===== src/logic/pci_target_defs.vh =====
// Purpose: constants for the PCI target access path
// Assumes: byte-addressed register port, 32-bit words
// Notes: register offsets and field positions are shared with software
`ifndef PCI_TARGET_DEFS_VH
`define PCI_TARGET_DEFS_VH
// ============================================================
// Bus commands seen in the address phase
`define CMD_IORD 4'h2
`define CMD_IOWR 4'h3
`define CMD_MEMRD 4'h6
`define CMD_MEMWR 4'h7
`define CMD_MEMRDM 4'hC
`define CMD_MEMRDL 4'hE
`define CMD_MWI 4'hF
// ============================================================
// Queue, burst and prefetch limits
`define WR_SLOTS 4'h7
`define BURST_LAST 4'h7
`define FIFO_WORDS 5'h10
`define WORD_STEP 32'h0000_0004
`define DISCARD_CLKS_DEF 32768
`define IO_MASK 24'hFF_FFFF
// ============================================================
// Register offsets
`define REG_CTRL 8'h00
`define REG_MEMBAR 8'h04
`define REG_MEMMASK 8'h08
`define REG_MEMWIN 8'h0C
`define REG_IOBAR 8'h10
`define REG_IOWIN 8'h14
`define REG_TIMERS 8'h18
`define REG_STATUS 8'h1C
// ============================================================
// Field positions and reset values
`define CTRL_DISCARD_OFF 0
`define CTRL_EAGER 1
`define WIN_SWAP 0
`define TMR_RETRY 7:0
`define TMR_DISC 15:8
`define ST_FLAG 0
`define ST_WRCNT 7:4
`define ST_PEND 8
`define ST_LOCK 9
`define RST_RETRY 8'h10
`define RST_DISC 8'h08
`endif


===== src/logic/pci_target_local_access.v =====
// Purpose: PCI target path from external masters into the local bus
// Assumes: PCI pins and clock are asynchronous to mclk; master
//          changes pins just after its rising clock edge
// Notes: PCI pins are sampled at the middle of each PCI clock period
`timescale 1ns/1ns
`include "pci_target_defs.vh"
module pci_target_local_access #(
  parameter DISCARD_CLKS = `DISCARD_CLKS_DEF
) (
  input wire mclk,
  input wire arst_n,
  input wire pciClk,
  input wire pciFrameN,
  input wire pciIrdyN,
  input wire pciLockN,
  input wire [3:0] pciCbeN,
  input wire [31:0] pciAdIn,
  output reg [31:0] pciAdOut,
  output reg pciAdOeN,
  output reg pciDevselN,
  output reg pciTrdyN,
  output reg pciStopN,
  input wire [7:0] regAddr,
  input wire [31:0] regWrData,
  input wire regWr,
  input wire regRd,
  output reg [31:0] regRdData,
  output reg locReq,
  output reg locWrite,
  output reg [31:0] locAddr,
  output reg [31:0] locWrData,
  output reg [3:0] locBe,
  output reg locBurstStart,
  input wire locAck,
  input wire [31:0] locRdData
);
  localparam [5:0] S_IDLE = 6'b000001;
  localparam [5:0] S_WWAIT = 6'b000010;
  localparam [5:0] S_WDATA = 6'b000100;
  localparam [5:0] S_RWAIT = 6'b001000;
  localparam [5:0] S_RDATA = 6'b010000;
  localparam [5:0] S_TERM = 6'b100000;
  localparam [15:0] DISCARD_LOAD = DISCARD_CLKS[15:0] - 16'h0001;

  // ============================================================
  // Helpers
  function inWin;
    input [31:0] a;
    input [23:0] bar;
    input [23:0] mask;
    begin
      inWin = ((a[31:8] ^ bar) & mask) == 24'h00_0000;
    end
  endfunction

  // Upper bits from the window base under the mask, rest from PCI
  function [31:0] xlate;
    input [31:0] a;
    input [23:0] base;
    input [23:0] mask;
    begin
      xlate = {(base & mask) | (a[31:8] & ~mask), a[7:2], 2'b00};
    end
  endfunction

  function [31:0] swap32;
    input [31:0] d;
    input en;
    begin
      swap32 = en ? {d[7:0], d[15:8], d[23:16], d[31:24]} : d;
    end
  endfunction

  // ============================================================
  // Pin synchronisers and PCI clock edge finder
  reg [39:0] syncA_r;
  reg [39:0] syncB_r;
  reg [39:0] syncC_r;
  reg clkLvl_r;
  reg [38:0] hold_r;
  wire pe = syncB_r[39] & syncC_r[39] & ~clkLvl_r;
  wire ne = ~syncB_r[39] & ~syncC_r[39] & clkLvl_r;

  // Pins latched mid-period, where they are stable, used at the rise
  always @(posedge mclk or negedge arst_n)
  begin
    if (!arst_n)
    begin
      syncA_r <= 40'h00_0000_0000;
      syncB_r <= 40'h00_0000_0000;
      syncC_r <= 40'h00_0000_0000;
      clkLvl_r <= 1'b0;
      hold_r <= {3'b111, 36'h0_0000_0000};
    end
    else
    begin
      syncA_r <= {pciClk, pciFrameN, pciIrdyN, pciLockN, pciCbeN, pciAdIn};
      syncB_r <= syncA_r;
      syncC_r <= syncB_r;
      if (syncB_r[39] == syncC_r[39])
        clkLvl_r <= syncC_r[39];
      if (ne)
        hold_r <= syncC_r[38:0];
    end
  end

  wire hFrameN = hold_r[38];
  wire hIrdyN = hold_r[37];
  wire hLockN = hold_r[36];
  wire [3:0] hCbe = hold_r[35:32];
  wire [31:0] hAd = hold_r[31:0];

  // ============================================================
  // Software registers
  reg discardTimerOff_r;
  reg eager_r;
  reg [23:0] memBar_r;
  reg [23:0] memMask_r;
  reg [24:0] memWindowBaseReg_r;
  reg [23:0] ioBar_r;
  reg [24:0] ioWindowBaseReg_r;
  reg [7:0] firstDataWaitLimit_r;
  reg [7:0] discLimit_r;
  reg readDiscardedFlag_r;

  // ============================================================
  // Transaction state
  reg [5:0] st_r;
  reg [31:0] curPci_r;
  reg [31:0] curLoc_r;
  reg curIo_r;
  reg curSwap_r;
  reg curSwapRd_r;
  reg [3:0] cnt_r;
  reg [7:0] rtry_r;
  reg [7:0] disc_r;
  reg locked_r;
  reg pend_r;
  reg pendEpoch_r;
  reg [31:0] pendPci_r;
  reg [31:0] pendLoc_r;
  reg pendIo_r;
  reg [15:0] dcnt_r;
  reg [4:0] deliv_r;
  reg [4:0] fetchCnt_r;
  reg [3:0] cmtCnt_r;
  reg [3:0] retCnt_r;
  reg [2:0] wrTail_r;
  reg [2:0] wrHead_r;

  wire [3:0] cmd = hCbe;
  wire cmdIo = (cmd == `CMD_IORD) | (cmd == `CMD_IOWR);
  wire cmdWr = (cmd == `CMD_IOWR) | (cmd == `CMD_MEMWR) | (cmd == `CMD_MWI);
  wire cmdMemRd = (cmd == `CMD_MEMRD) | (cmd == `CMD_MEMRDM) |
                  (cmd == `CMD_MEMRDL);
  wire memHit = (cmdWr | cmdMemRd) & ~cmdIo & inWin(hAd, memBar_r, memMask_r);
  wire ioHit = cmdIo & inWin(hAd, ioBar_r, `IO_MASK);
  wire [31:0] aAlign = {hAd[31:2], 2'b00};
  wire [31:0] aLoc = ioHit ?
    xlate(aAlign, ioWindowBaseReg_r[24:1], `IO_MASK) :
    xlate(aAlign, memWindowBaseReg_r[24:1], memMask_r);
  wire aSwap = ioHit ? ioWindowBaseReg_r[`WIN_SWAP] :
    memWindowBaseReg_r[`WIN_SWAP];
  wire [3:0] wrUsed = cmtCnt_r - retCnt_r;
  wire slotFree = wrUsed < `WR_SLOTS;
  wire [31:0] nextPci = curPci_r + `WORD_STEP;
  // Leaving the window also covers running into a neighbouring one
  wire leave = curIo_r ? ~inWin(nextPci, ioBar_r, `IO_MASK) :
    ~inWin(nextPci, memBar_r, memMask_r);
  wire wTaken = pe & (st_r == S_WDATA) & ~hIrdyN & ~pciTrdyN;
  wire wLast = wTaken & (hFrameN | (cnt_r == `BURST_LAST) | leave);
  wire rTaken = pe & (st_r == S_RDATA) & ~hIrdyN & ~pciTrdyN;
  wire [4:0] delivNx = deliv_r + 5'h01;
  wire avail = fetchCnt_r > deliv_r;
  wire availNx = fetchCnt_r > delivNx;
  wire serving = (st_r == S_RWAIT) | (st_r == S_RDATA) | ~hFrameN;
  wire discardFire = pe & pend_r & ~discardTimerOff_r & ~serving &
                     (dcnt_r == 16'h0000);

  // Queue and FIFO storage, no reset needed
  reg [31:0] wrData_r [0:55];
  reg [3:0] wrBe_r [0:55];
  reg [31:0] wrAddr_r [0:6];
  reg [3:0] wrLen_r [0:6];
  reg [31:0] rdFifo_r [0:15];
  reg [2:0] drainW_r;
  wire fetchStore;

  // Write words land in the tail slot as they are taken
  always @(posedge mclk)
  begin
    if (wTaken)
    begin
      wrData_r[{wrTail_r, cnt_r[2:0]}] <= swap32(hAd, curSwap_r);
      wrBe_r[{wrTail_r, cnt_r[2:0]}] <= curSwap_r ?
        {~hCbe[0], ~hCbe[1], ~hCbe[2], ~hCbe[3]} : ~hCbe;
    end
    if (wLast)
    begin
      wrAddr_r[wrTail_r] <= curLoc_r;
      wrLen_r[wrTail_r] <= cnt_r + 4'h1;
    end
    if (fetchStore)
      rdFifo_r[fetchCnt_r[3:0]] <= swap32(locRdData, curSwapRd_r);
  end

  // ============================================================
  // Target sequencer, advanced once per PCI clock
  always @(posedge mclk or negedge arst_n)
  begin
    if (!arst_n)
    begin
      st_r <= S_IDLE;
      pciAdOut <= 32'h0000_0000;
      pciAdOeN <= 1'b1;
      pciDevselN <= 1'b1;
      pciTrdyN <= 1'b1;
      pciStopN <= 1'b1;
      curPci_r <= 32'h0000_0000;
      curLoc_r <= 32'h0000_0000;
      curIo_r <= 1'b0;
      curSwap_r <= 1'b0;
      curSwapRd_r <= 1'b0;
      cnt_r <= 4'h0;
      rtry_r <= 8'h00;
      disc_r <= 8'h00;
      locked_r <= 1'b0;
      pend_r <= 1'b0;
      pendEpoch_r <= 1'b0;
      pendPci_r <= 32'h0000_0000;
      pendLoc_r <= 32'h0000_0000;
      pendIo_r <= 1'b0;
      dcnt_r <= 16'h0000;
      deliv_r <= 5'h00;
      cmtCnt_r <= 4'h0;
      wrTail_r <= 3'h0;
    end
    else if (pe)
    begin
      // Discard timer only runs while the master is away
      if (discardFire)
        pend_r <= 1'b0;
      else if (pend_r & ~discardTimerOff_r & ~serving)
        dcnt_r <= dcnt_r - 16'h0001;
      if (wLast)
      begin
        cmtCnt_r <= cmtCnt_r + 4'h1;
        wrTail_r <= (wrTail_r == 3'h6) ? 3'h0 : wrTail_r + 3'h1;
      end
      case (st_r)
        S_IDLE:
        begin
          if (hFrameN & hLockN)
            locked_r <= 1'b0;
          if (~hFrameN & (memHit | ioHit))
          begin
            curPci_r <= aAlign;
            curLoc_r <= aLoc;
            curIo_r <= ioHit;
            curSwap_r <= aSwap;
            cnt_r <= 4'h0;
            rtry_r <= firstDataWaitLimit_r;
            disc_r <= discLimit_r;
            pciDevselN <= 1'b0;
            if (locked_r & hLockN)
            begin
              pciStopN <= 1'b0;
              st_r <= S_TERM;
            end
            else
            begin
              if (~hLockN)
                locked_r <= 1'b1;
              if (cmdWr)
              begin
                // Posted writes ignore any pending read
                pciTrdyN <= ~slotFree;
                st_r <= slotFree ? S_WDATA : S_WWAIT;
              end
              else if (pend_r)
              begin
                if (pendPci_r == aAlign && pendIo_r == ioHit)
                begin
                  dcnt_r <= DISCARD_LOAD;
                  st_r <= S_RWAIT;
                end
                else
                begin
                  pciStopN <= 1'b0;
                  st_r <= S_TERM;
                end
              end
              else
              begin
                pend_r <= 1'b1;
                pendEpoch_r <= ~pendEpoch_r;
                pendPci_r <= aAlign;
                pendLoc_r <= aLoc;
                pendIo_r <= ioHit;
                curSwapRd_r <= aSwap;
                deliv_r <= 5'h00;
                dcnt_r <= DISCARD_LOAD;
                st_r <= S_RWAIT;
              end
            end
          end
        end
        S_WWAIT:
        begin
          if (slotFree)
          begin
            pciTrdyN <= 1'b0;
            st_r <= S_WDATA;
          end
          else if (rtry_r == 8'h00)
          begin
            pciStopN <= 1'b0;
            st_r <= S_TERM;
          end
          else
            rtry_r <= rtry_r - 8'h01;
        end
        S_WDATA:
        begin
          if (wTaken)
          begin
            cnt_r <= cnt_r + 4'h1;
            disc_r <= discLimit_r;
            curPci_r <= nextPci;
            if (hFrameN)
            begin
              pciTrdyN <= 1'b1;
              pciDevselN <= 1'b1;
              st_r <= S_IDLE;
            end
            else if (wLast)
            begin
              pciTrdyN <= 1'b1;
              pciStopN <= 1'b0;
              st_r <= S_TERM;
            end
          end
          else if (hFrameN & hIrdyN)
          begin
            pciTrdyN <= 1'b1;
            pciDevselN <= 1'b1;
            st_r <= S_IDLE;
          end
        end
        S_RWAIT:
        begin
          if (avail)
          begin
            pciAdOut <= rdFifo_r[deliv_r[3:0]];
            pciAdOeN <= 1'b0;
            pciTrdyN <= 1'b0;
            disc_r <= discLimit_r;
            st_r <= S_RDATA;
          end
          else if (rtry_r == 8'h00)
          begin
            pciStopN <= 1'b0;
            st_r <= S_TERM;
          end
          else
            rtry_r <= rtry_r - 8'h01;
        end
        S_RDATA:
        begin
          if (rTaken)
          begin
            deliv_r <= delivNx;
            cnt_r <= cnt_r + 4'h1;
            disc_r <= discLimit_r;
            curPci_r <= nextPci;
            if (hFrameN)
            begin
              pend_r <= 1'b0;
              pciTrdyN <= 1'b1;
              pciAdOeN <= 1'b1;
              pciDevselN <= 1'b1;
              st_r <= S_IDLE;
            end
            else if ((cnt_r == `BURST_LAST) | leave)
            begin
              pend_r <= 1'b0;
              pciTrdyN <= 1'b1;
              pciAdOeN <= 1'b1;
              pciStopN <= 1'b0;
              st_r <= S_TERM;
            end
            else
            begin
              pciAdOut <= rdFifo_r[delivNx[3:0]];
              pciTrdyN <= ~availNx;
            end
          end
          else if (pciTrdyN)
          begin
            if (avail)
            begin
              pciAdOut <= rdFifo_r[deliv_r[3:0]];
              pciTrdyN <= 1'b0;
              disc_r <= discLimit_r;
            end
            else if (disc_r == 8'h00)
            begin
              pend_r <= 1'b0;
              pciAdOeN <= 1'b1;
              pciStopN <= 1'b0;
              st_r <= S_TERM;
            end
            else
              disc_r <= disc_r - 8'h01;
          end
        end
        S_TERM:
        begin
          pciTrdyN <= 1'b1;
          pciAdOeN <= 1'b1;
          if (hFrameN)
          begin
            pciStopN <= 1'b1;
            pciDevselN <= 1'b1;
            st_r <= S_IDLE;
          end
        end
        default:
          st_r <= S_IDLE;
      endcase
    end
  end

  // ============================================================
  // Local bus engine: drains posted writes first, then fetches reads
  reg busy_r;
  reg busyWr_r;
  reg seenEpoch_r;
  reg issueEpoch_r;
  // Eager fill outlives the read that started it, so one word brings 16
  reg fill_r;
  wire fillOn = pend_r | fill_r;
  wire [4:0] fetchLim = (eager_r & ~pendIo_r) ? `FIFO_WORDS :
    ((delivNx > `FIFO_WORDS) ? `FIFO_WORDS : delivNx);
  wire canFetch = fillOn & (seenEpoch_r == pendEpoch_r) &
                  (fetchCnt_r < fetchLim);
  assign fetchStore = busy_r & ~busyWr_r & locAck & fillOn &
                      (issueEpoch_r == pendEpoch_r);

  always @(posedge mclk or negedge arst_n)
  begin
    if (!arst_n)
    begin
      locReq <= 1'b0;
      locWrite <= 1'b0;
      locAddr <= 32'h0000_0000;
      locWrData <= 32'h0000_0000;
      locBe <= 4'h0;
      locBurstStart <= 1'b0;
      busy_r <= 1'b0;
      busyWr_r <= 1'b0;
      seenEpoch_r <= 1'b0;
      issueEpoch_r <= 1'b0;
      fill_r <= 1'b0;
      fetchCnt_r <= 5'h00;
      drainW_r <= 3'h0;
      retCnt_r <= 4'h0;
      wrHead_r <= 3'h0;
    end
    else
    begin
      locBurstStart <= 1'b0;
      if (seenEpoch_r != pendEpoch_r)
      begin
        seenEpoch_r <= pendEpoch_r;
        fetchCnt_r <= 5'h00;
        fill_r <= eager_r & ~pendIo_r;
      end
      else if (fetchStore)
        fetchCnt_r <= fetchCnt_r + 5'h01;
      if (busy_r)
      begin
        if (locAck)
        begin
          locReq <= 1'b0;
          busy_r <= 1'b0;
          if (busyWr_r)
          begin
            drainW_r <= drainW_r + 3'h1;
            if ({1'b0, drainW_r} + 4'h1 == wrLen_r[wrHead_r])
            begin
              drainW_r <= 3'h0;
              retCnt_r <= retCnt_r + 4'h1;
              wrHead_r <= (wrHead_r == 3'h6) ? 3'h0 : wrHead_r + 3'h1;
            end
          end
        end
      end
      else if (wrUsed != 4'h0)
      begin
        // Partial writes: byte enables go through as stored, lane-reversed for a swapped window
        locReq <= 1'b1;
        locWrite <= 1'b1;
        locAddr <= wrAddr_r[wrHead_r] + {27'h0, drainW_r, 2'b00};
        locWrData <= wrData_r[{wrHead_r, drainW_r}];
        locBe <= wrBe_r[{wrHead_r, drainW_r}];
        locBurstStart <= (drainW_r == 3'h0);
        busy_r <= 1'b1;
        busyWr_r <= 1'b1;
      end
      else if (canFetch)
      begin
        // Each run of eight words is one local burst
        locReq <= 1'b1;
        locWrite <= 1'b0;
        locAddr <= pendLoc_r + {25'h0, fetchCnt_r, 2'b00};
        locBe <= 4'hF;
        locBurstStart <= (fetchCnt_r[2:0] == 3'h0);
        busy_r <= 1'b1;
        busyWr_r <= 1'b0;
        issueEpoch_r <= pendEpoch_r;
      end
    end
  end

  // ============================================================
  // Register port; read data valid only in the cycle after the strobe
  always @(posedge mclk or negedge arst_n)
  begin
    if (!arst_n)
    begin
      discardTimerOff_r <= 1'b0;
      eager_r <= 1'b0;
      memBar_r <= 24'h00_0000;
      memMask_r <= 24'h00_0000;
      memWindowBaseReg_r <= 25'h000_0000;
      ioBar_r <= 24'h00_0000;
      ioWindowBaseReg_r <= 25'h000_0000;
      firstDataWaitLimit_r <= `RST_RETRY;
      discLimit_r <= `RST_DISC;
      readDiscardedFlag_r <= 1'b0;
      regRdData <= 32'h0000_0000;
    end
    else
    begin
      // Set wins over a simultaneous write-one clear
      readDiscardedFlag_r <= discardFire | (readDiscardedFlag_r &
        ~(regWr & (regAddr == `REG_STATUS) & regWrData[`ST_FLAG]));
      if (regWr)
      begin
        case (regAddr)
          `REG_CTRL:
          begin
            discardTimerOff_r <= regWrData[`CTRL_DISCARD_OFF];
            eager_r <= regWrData[`CTRL_EAGER];
          end
          `REG_MEMBAR: memBar_r <= regWrData[31:8];
          `REG_MEMMASK: memMask_r <= regWrData[31:8];
          `REG_MEMWIN: memWindowBaseReg_r <= {regWrData[31:8],
            regWrData[`WIN_SWAP]};
          `REG_IOBAR: ioBar_r <= regWrData[31:8];
          `REG_IOWIN: ioWindowBaseReg_r <= {regWrData[31:8],
            regWrData[`WIN_SWAP]};
          `REG_TIMERS:
          begin
            firstDataWaitLimit_r <= regWrData[`TMR_RETRY];
            discLimit_r <= regWrData[`TMR_DISC];
          end
          default: ;
        endcase
      end
      regRdData <= 32'h0000_0000;
      if (regRd)
      begin
        case (regAddr)
          `REG_CTRL: regRdData <= {30'h0, eager_r, discardTimerOff_r};
          `REG_MEMBAR: regRdData <= {memBar_r, 8'h00};
          `REG_MEMMASK: regRdData <= {memMask_r, 8'h00};
          `REG_MEMWIN: regRdData <= {memWindowBaseReg_r[24:1], 7'h00,
            memWindowBaseReg_r[0]};
          `REG_IOBAR: regRdData <= {ioBar_r, 8'h00};
          `REG_IOWIN: regRdData <= {ioWindowBaseReg_r[24:1], 7'h00,
            ioWindowBaseReg_r[0]};
          `REG_TIMERS: regRdData <= {16'h0000, discLimit_r,
            firstDataWaitLimit_r};
          `REG_STATUS: regRdData <= {22'h0, locked_r, pend_r, wrUsed,
            3'h0, readDiscardedFlag_r};
          default: regRdData <= 32'h0000_0000;
        endcase
      end
    end
  end
endmodule


===== config.mk =====
export PLATFORM = sky130hd
export DESIGN_NAME = pci_target_local_access
export DESIGN_NICKNAME = d
export VERILOG_FILES = /design/src/logic/pci_target_local_access.v
export VERILOG_INCLUDE_DIRS = /design/src /design/src/logic
export SDC_FILE = /design/constraint.sdc
export NUM_CORES = 2
export LEC_CHECK = 0
export ABC_CLOCK_PERIOD_IN_PS = 9650
export BUFFER_PORTS_ARGS = -buffer_cell sky130_fd_sc_hd__clkbuf_2
export CORE_ASPECT_RATIO = 1.4
export CORE_UTILIZATION = 40
export CTS_CLUSTER_SIZE = 16
export DETAILED_ROUTE_END_ITERATION = 12
export MAX_ROUTING_LAYER = met4
export PLACE_DENSITY = 0.59
export SYNTH_ARGS = -nofsm -noshare
export SYNTH_HDL_FRONTEND = slang
export SYNTH_SLANG_ARGS = --single-unit

===== constraint.sdc =====
create_clock -name mclk -period 9.65 [get_ports mclk]
set_clock_uncertainty 0.15 [all_clocks]
set_input_delay 0.965 -clock mclk [delete_from_list [all_inputs] [get_ports mclk]]
set_output_delay 0.965 -clock mclk [all_outputs]
set_load 0.02 [all_outputs]

-- Word level (Yosys, flattened, before mapping)
Memory sizes are Yosys's and may differ from the RTL's. A register that Yosys moved wholly into a read port is not among the register bits.
Cells that the tools add are included.
- bits in registers: 614
- memories kept: 5
- RAM bits: 2780
- logic and storage cells: 435
- input bits: 117
- memory list (name ; depth ; width ; read ports ; clocked after Yosys merged registers in ; write ports ; line ; source):
    wrData_r ; 56 ; 32 ; 1 ; 1 ; 1 ; pci_target_local_access.v:181 ; reg [31:0] wrData_r [0:55];
    rdFifo_r ; 16 ; 32 ; 2 ; 0 ; 1 ; pci_target_local_access.v:185 ; reg [31:0] rdFifo_r [0:15];
    wrAddr_r ; 7 ; 32 ; 1 ; 0 ; 1 ; pci_target_local_access.v:183 ; reg [31:0] wrAddr_r [0:6];
    wrBe_r ; 56 ; 4 ; 1 ; 0 ; 1 ; pci_target_local_access.v:182 ; reg [3:0] wrBe_r [0:55];
    wrLen_r ; 7 ; 4 ; 1 ; 0 ; 1 ; pci_target_local_access.v:184 ; reg [3:0] wrLen_r [0:6];
- reductions and logical operators: 51
- mux-type cells: 162
- equality and inequality tests: 58
- $lt $le $gt $ge: 5
- add/subtract/negate cells: 16
- bitwise operators: 85
- operators with widths (operator ; number):
    two-way mux 32 bit ; 14
    case mux 32 bit (8 select lines) ; 1
    two-way mux 16 bit ; 8
    two-way mux 6 bit ; 19
    AND 24 bit ; 4
    zero test 24 bit ; 4
    case mux 32 bit (3 select lines) ; 1
    XOR 24 bit ; 4
    two-way mux 8 bit ; 11
    two-way mux 1 bit ; 78
    case mux 32 bit (2 select lines) ; 1
    two-way mux 5 bit ; 9
    case mux 6 bit (6 select lines) ; 1
    AND 1 bit ; 34
    adder 32 x 3 -> 32 bit (second input constant) ; 1
    adder 32 x 5 -> 32 bit ; 1
    adder 32 x 7 -> 32 bit ; 1
    equality test 8 x 5 -> 1 bit (second input constant) ; 4
    case mux 8 bit (4 select lines) ; 1
    equality test 30 bit ; 1
    != test 2 bit (second input constant) ; 15
    NOT 1 bit ; 26
    zero test 8 bit ; 3
    two-way mux 4 bit ; 6
    58 further kinds ; 129

-- Depth between registers and ports, before layout
- word-level depth: 13
- depth in mapped cells: 25

-- Worst setup path before layout
OpenSTA, ideal clock, no wires.
- kind: register to register
- start point: reg wrHead_r[0]
- end point: reg locAddr[27]
- library setup time: 0.126 ns
- path slack: 3.994 ns
- arrival: 5.380 ns
- period minus slack after synthesis: 5.656 ns
- stages on the path, launching flop included: 25
- buffers on the path: 9
- path through: dfrtp_1 -> buf_2 -> buf_4 -> buf_2 -> buf_2 -> buf_2 -> buf_2 -> buf_2 -> buf_2 -> buf_2 -> mux2i_1 -> o21ai_0 -> nand2_1 -> and2_1 -> inv_1 -> ha_1 -> a21o_1 -> a21oi_1 -> a221oi_1 -> nand2_1 -> nor3_1 -> and3_1 -> nand4_1 -> xnor2_1 -> a221o_1
- word-level cells in the longest chain between the ends: 3
- RTL lines (item ; line ; source):
    from (decl) ; pci_target_local_access.v:149 ; reg [2:0] wrHead_r;
    from (signal assigned) ; pci_target_local_access.v:494 ; wrHead_r <= (wrHead_r == 3'h6) ? 3'h0 : wrHead_r + 3'h1;
    memory (7 x 32 bit) ; -- ;
    adder 32 x 5 -> 32 bit ; pci_target_local_access.v:504 ; locAddr <= wrAddr_r[wrHead_r] + {27'h0, drainW_r, 2'b00};
    two-way mux 32 bit ; pci_target_local_access.v:499 ; else if (wrUsed != 4'h0)
    to (signal assigned) ; pci_target_local_access.v:504 ;
    to (signal assigned) ; pci_target_local_access.v:516 ; locAddr <= pendLoc_r + {25'h0, fetchCnt_r, 2'b00};
    to (decl) ; pci_target_local_access.v:30 ; output reg [31:0] locAddr,
No other way between the ends.
A chain may end at the register's enable or synchronous reset.

-- Final worst setup path
- start point: reg curPci_r[14]
- end point: mem wrAddr_r[0][24] (enable)
- word-level cells in the longest chain between the ends: 10
- elaborated cells on any way between the ends: 13
- classes of those cells: add/sub: 1; mux: 3; bitwise: 7; reduce/logical: 2
- RTL lines (item ; line ; source):
    from (decl) ; pci_target_local_access.v:129 ; reg [31:0] curPci_r;
    from (signal assigned) ; pci_target_local_access.v:257 ; curPci_r <= aAlign;
    from (signal assigned) ; pci_target_local_access.v:329 ; curPci_r <= nextPci;
    from (signal assigned) ; pci_target_local_access.v:375 ; curPci_r <= nextPci;
    adder 32 x 3 -> 32 bit (no source line) * ; -- ;
    XOR 24 bit ; pci_target_local_access.v:52 ; inWin = ((a[31:8] ^ bar) & mask) == 24'h00_0000;
    AND 24 bit ; pci_target_local_access.v:52 ;
    zero test 24 bit ; pci_target_local_access.v:52 ;
    NOT 1 bit ; pci_target_local_access.v:169 ; ~inWin(nextPci, memBar_r, memMask_r);
    two-way mux 1 bit * ; pci_target_local_access.v:168 ; wire leave = curIo_r ? ~inWin(nextPci, ioBar_r, `IO_MASK) :
    bitwise OR 1 bit * ; pci_target_local_access.v:171 ; wire wLast = wTaken & (hFrameN | (cnt_r == `BURST_LAST) | leave);
    AND 1 bit * ; pci_target_local_access.v:171 ;
    two-way mux 1 bit * ; pci_target_local_access.v:198 ; if (wLast)
    two-way mux 1 bit (implied by the code) * ; pci_target_local_access.v:200 ; wrAddr_r[wrTail_r] <= curLoc_r;
    to (decl) ; pci_target_local_access.v:183 ;
Every way passes the cells marked *; elsewhere a longest branch is shown, timed or not.

==> out/metrics.cfg <==
[floorplanning]
die_w_um=502
core_area_um2=348000
die_h_um=701
die-area_um2=352000
io_pins=256
initial_core_util_pct=40.2
row_count=256

[global_routing]
overflow=0
antenna_found_initial=26
first_global_vias=77500
grt_usage_pct=23.5
grt_pass1_wl_mm=574
grt_start_max_net_pins=146

[synthesis]
yosysSeqAreaShare_pct=70.7
async_flop_share_pct=18.6
ys.flop_type=edfxtp_1
yosysMostFrequentCell=edfxtp_1
synth_top_area_share_pct=59.4
ys_warn_count=0
synth_area_per_cell_um2=18.5
synth_area_leaders=edfxtp_1 (59%), mux4_2 (15%), dfrtp_1 (11%), mux2_2 (2.3%), nand2_1 (1.4%)
synth.distinct_cells=87
synth_edf_count=2766
synth_cells=7546
synth_top_area_cell=edfxtp_1
syn_area_um2=140000
synth_common_cells=edfxtp_1 (2766), mux4_2 (934), dfrtp_1 (622), nand2_1 (517), clkbuf_1 (354)
ys_ff_latch=3398

[pwr]
power.internal_mw=29.0
power_frac_comb_pct=23.9
p_seq_share_pct=44.0
power_per_cell_area_nw_per_um2=261
clockPowerShare_pct=32.2
power_switching_share_pct=30.2
p_leak_nw=52.9
power_switching_mw=12.6
peakVddDrop_v=0.000249

[critical_path]
required_ns=9.98
max_stage_delay_ns=0.78
worstPathCellList=nand3_2 > or4_1 > or4_1 > xnor2_1 > a211o_1 > or4_1 > or4_4 > a21oi_1 > buf_4 > nand2b_1 > nor2_4
worstSetupPathType=reg -> reg
cp_num_buf_inv=1
worstSetupStartpointType=flop
critPathSlowestCell=nand2b_1
crit_top_cell=or4_1
cp-end-kind=flop
path_max_fanout=34
crit_arrival_ns=6.30
crit_family=simple AND/OR/NAND/NOR gates

[placement]
gp_congestion=0.902
place_hpwl_mm=237
dpl_cell_area_um2=148000
numPortBuffers=253

[outcome]
status=completed

[sta]
finalSetupViolations=0
fin_crit_ns=5.96
min_period_over_period_pct=61.8
max_clock_freq_mhz=168
rsz0062_at_grt=false
worst_slew_pin_slew_ns=1.28
setup_tns_ns=0
maxSlewHeadroom_pct=14.9
maxSlewViolCount=0
finalHoldViolCount=0

[route]
ant_nets=0
drc=0
wl_per_cell_um=31.4
vias=75300
avgViaCountPerCell=5.86
dr.pass1.iters=6
wirelength_mm=404
first_iter_violations=7218

[cells_and_area]
finalNetCount=8077
drive_above_1_share_pct=28.8
fin_area_um2=159000
fillers=29300
area_growth_pct=13.8

[clock_network]
htreeDepth=5
clock_latency_ns=0.91
cts_tree=yes
cts.sinks=3398
cts_setup_buffers=0
path_clk_slew_ns=0.06
cts_buffers=341
post_cts_resized=0
cts_buffer_depth=4
cts_root_buffer=clkbuf_16

[worst_hold_path]
hold_class=in -> reg

[job]
drv_cap=0

power groups by stage:
stage / combinational (mW) / sequential (mW) / clock (mW)
2_1_floorplan: 6.64 / 18.1 / 0
3_3_place_gp: 9.88 / 18.5 / 0
5_1_grt: 10.6 / 18.3 / 14.1
6_report: 9.92 / 18.3 / 13.4
3_5_place_dp: 10.0 / 18.6 / 0
4_1_cts: 10.0 / 18.3 / 13.6
metal layers:
layer,part of all wire [%],up-vias,wire length (um),GRT usage (%)
met5,0,-,0,-
met4,3.1,0,12500,6.72
met3,6.5,659,26200,3.47
met2,52,2849,209000,40.1
met1,39,40800,156000,29.1
li1,-,31100,-,-
kinds of logic after synthesis:
logic type      Yosys count  synth area share [%]
xor+xnor                232                  1.48
simple gates           1186                  3.89
flops                  3398                  70.7
buf+inv                 526                  1.47
mux                    1368                  18.4
compound gates          790                  3.60
fa+ha+maj                45                 0.419
other cells               1               0.00268
cell type report:
class	count	area, um^2	area share (%)
repair buffers	487	3260	2.05
flip-flops and latches	3398	98900	62.2
clock buffers	434	9210	5.79
inverters	64	240	0.151
multi-input cells	3623	39600	24.9
clock inverters	187	1920	1.21
well taps	4644	5810	3.65
diodes	27	67.6	0.0425
placed cells by master, fill, tap and decap left out, drive strengths merged, types with 29 or more instances in the layout:
cell type and instances:
a31oi 75, mux2i 153, nor3 53, mux4 934
mux2 281, dfrtp 622, clkinv 125, bufinv 32
buf 206, a2bb2oi 33, nor2 276, and2 42
nand3 77, ha 42, edfxtp 2766, o21ai 260
a211oi 35, a22oi 80, nand4 37, dlygate4sd3 29
xnor2 132, nand2 517, clkbuf 686, o22ai 47
inv 78, nor4 33, a21oi 177, xor2 97
path summary, 6_finish.rpt:
path / startpoint / endpoint / slack [ns] / depth (start not counted)
max: curPci_r[14] / wrAddr_r[0][24] / 3.69 / 11
min: pciIrdyN / syncA_r[37] / 0.07 / 1
max in group asynchronous: arst_n / syncB_r[24] / 6.56 / 4
max reg2reg: curPci_r[14] / wrAddr_r[0][24] / 3.69 / 11
min reg2reg: syncA_r[1] / syncB_r[1] / 0.19 / 0
min in group asynchronous: arst_n / locAddr[7] / 0.58 / 2
state kept, by name, summed over array words and instances (netlist names), 32 cells and up:
register   flops
locWrData     32
hold_r        39
syncB_r       40
syncC_r       40
rdFifo_r     512
wrAddr_r     210
regRdData     32
wrBe_r       224
wrData_r    1792
syncA_r       40
pciAdOut      32
per-stage QoR:
stage	cells	hold WS [ns]	total power [mW]	setup WS, ns	utilization (%)
2_1_floorplan	7547	0.181	24.8	3.99	-
3_5_place_dp	12200	0.185	28.6	3.77	42.5
5_1_grt	12900	0.0248	43.1	3.49	45.8
4_1_cts	12800	0.00350	41.9	3.71	45.8
3_3_place_gp	12200	0.184	28.4	3.81	42.5
6_report	12900	0.0709	41.6	3.69	45.8
what timing repair did:
action | 4_1_cts | 5_1_grt
setup endpoints to repair | 0 | 0
hold buffers | 29 | 0
hold endpoints to repair | 58 | 0
Power figures use the tool's default switching activity.
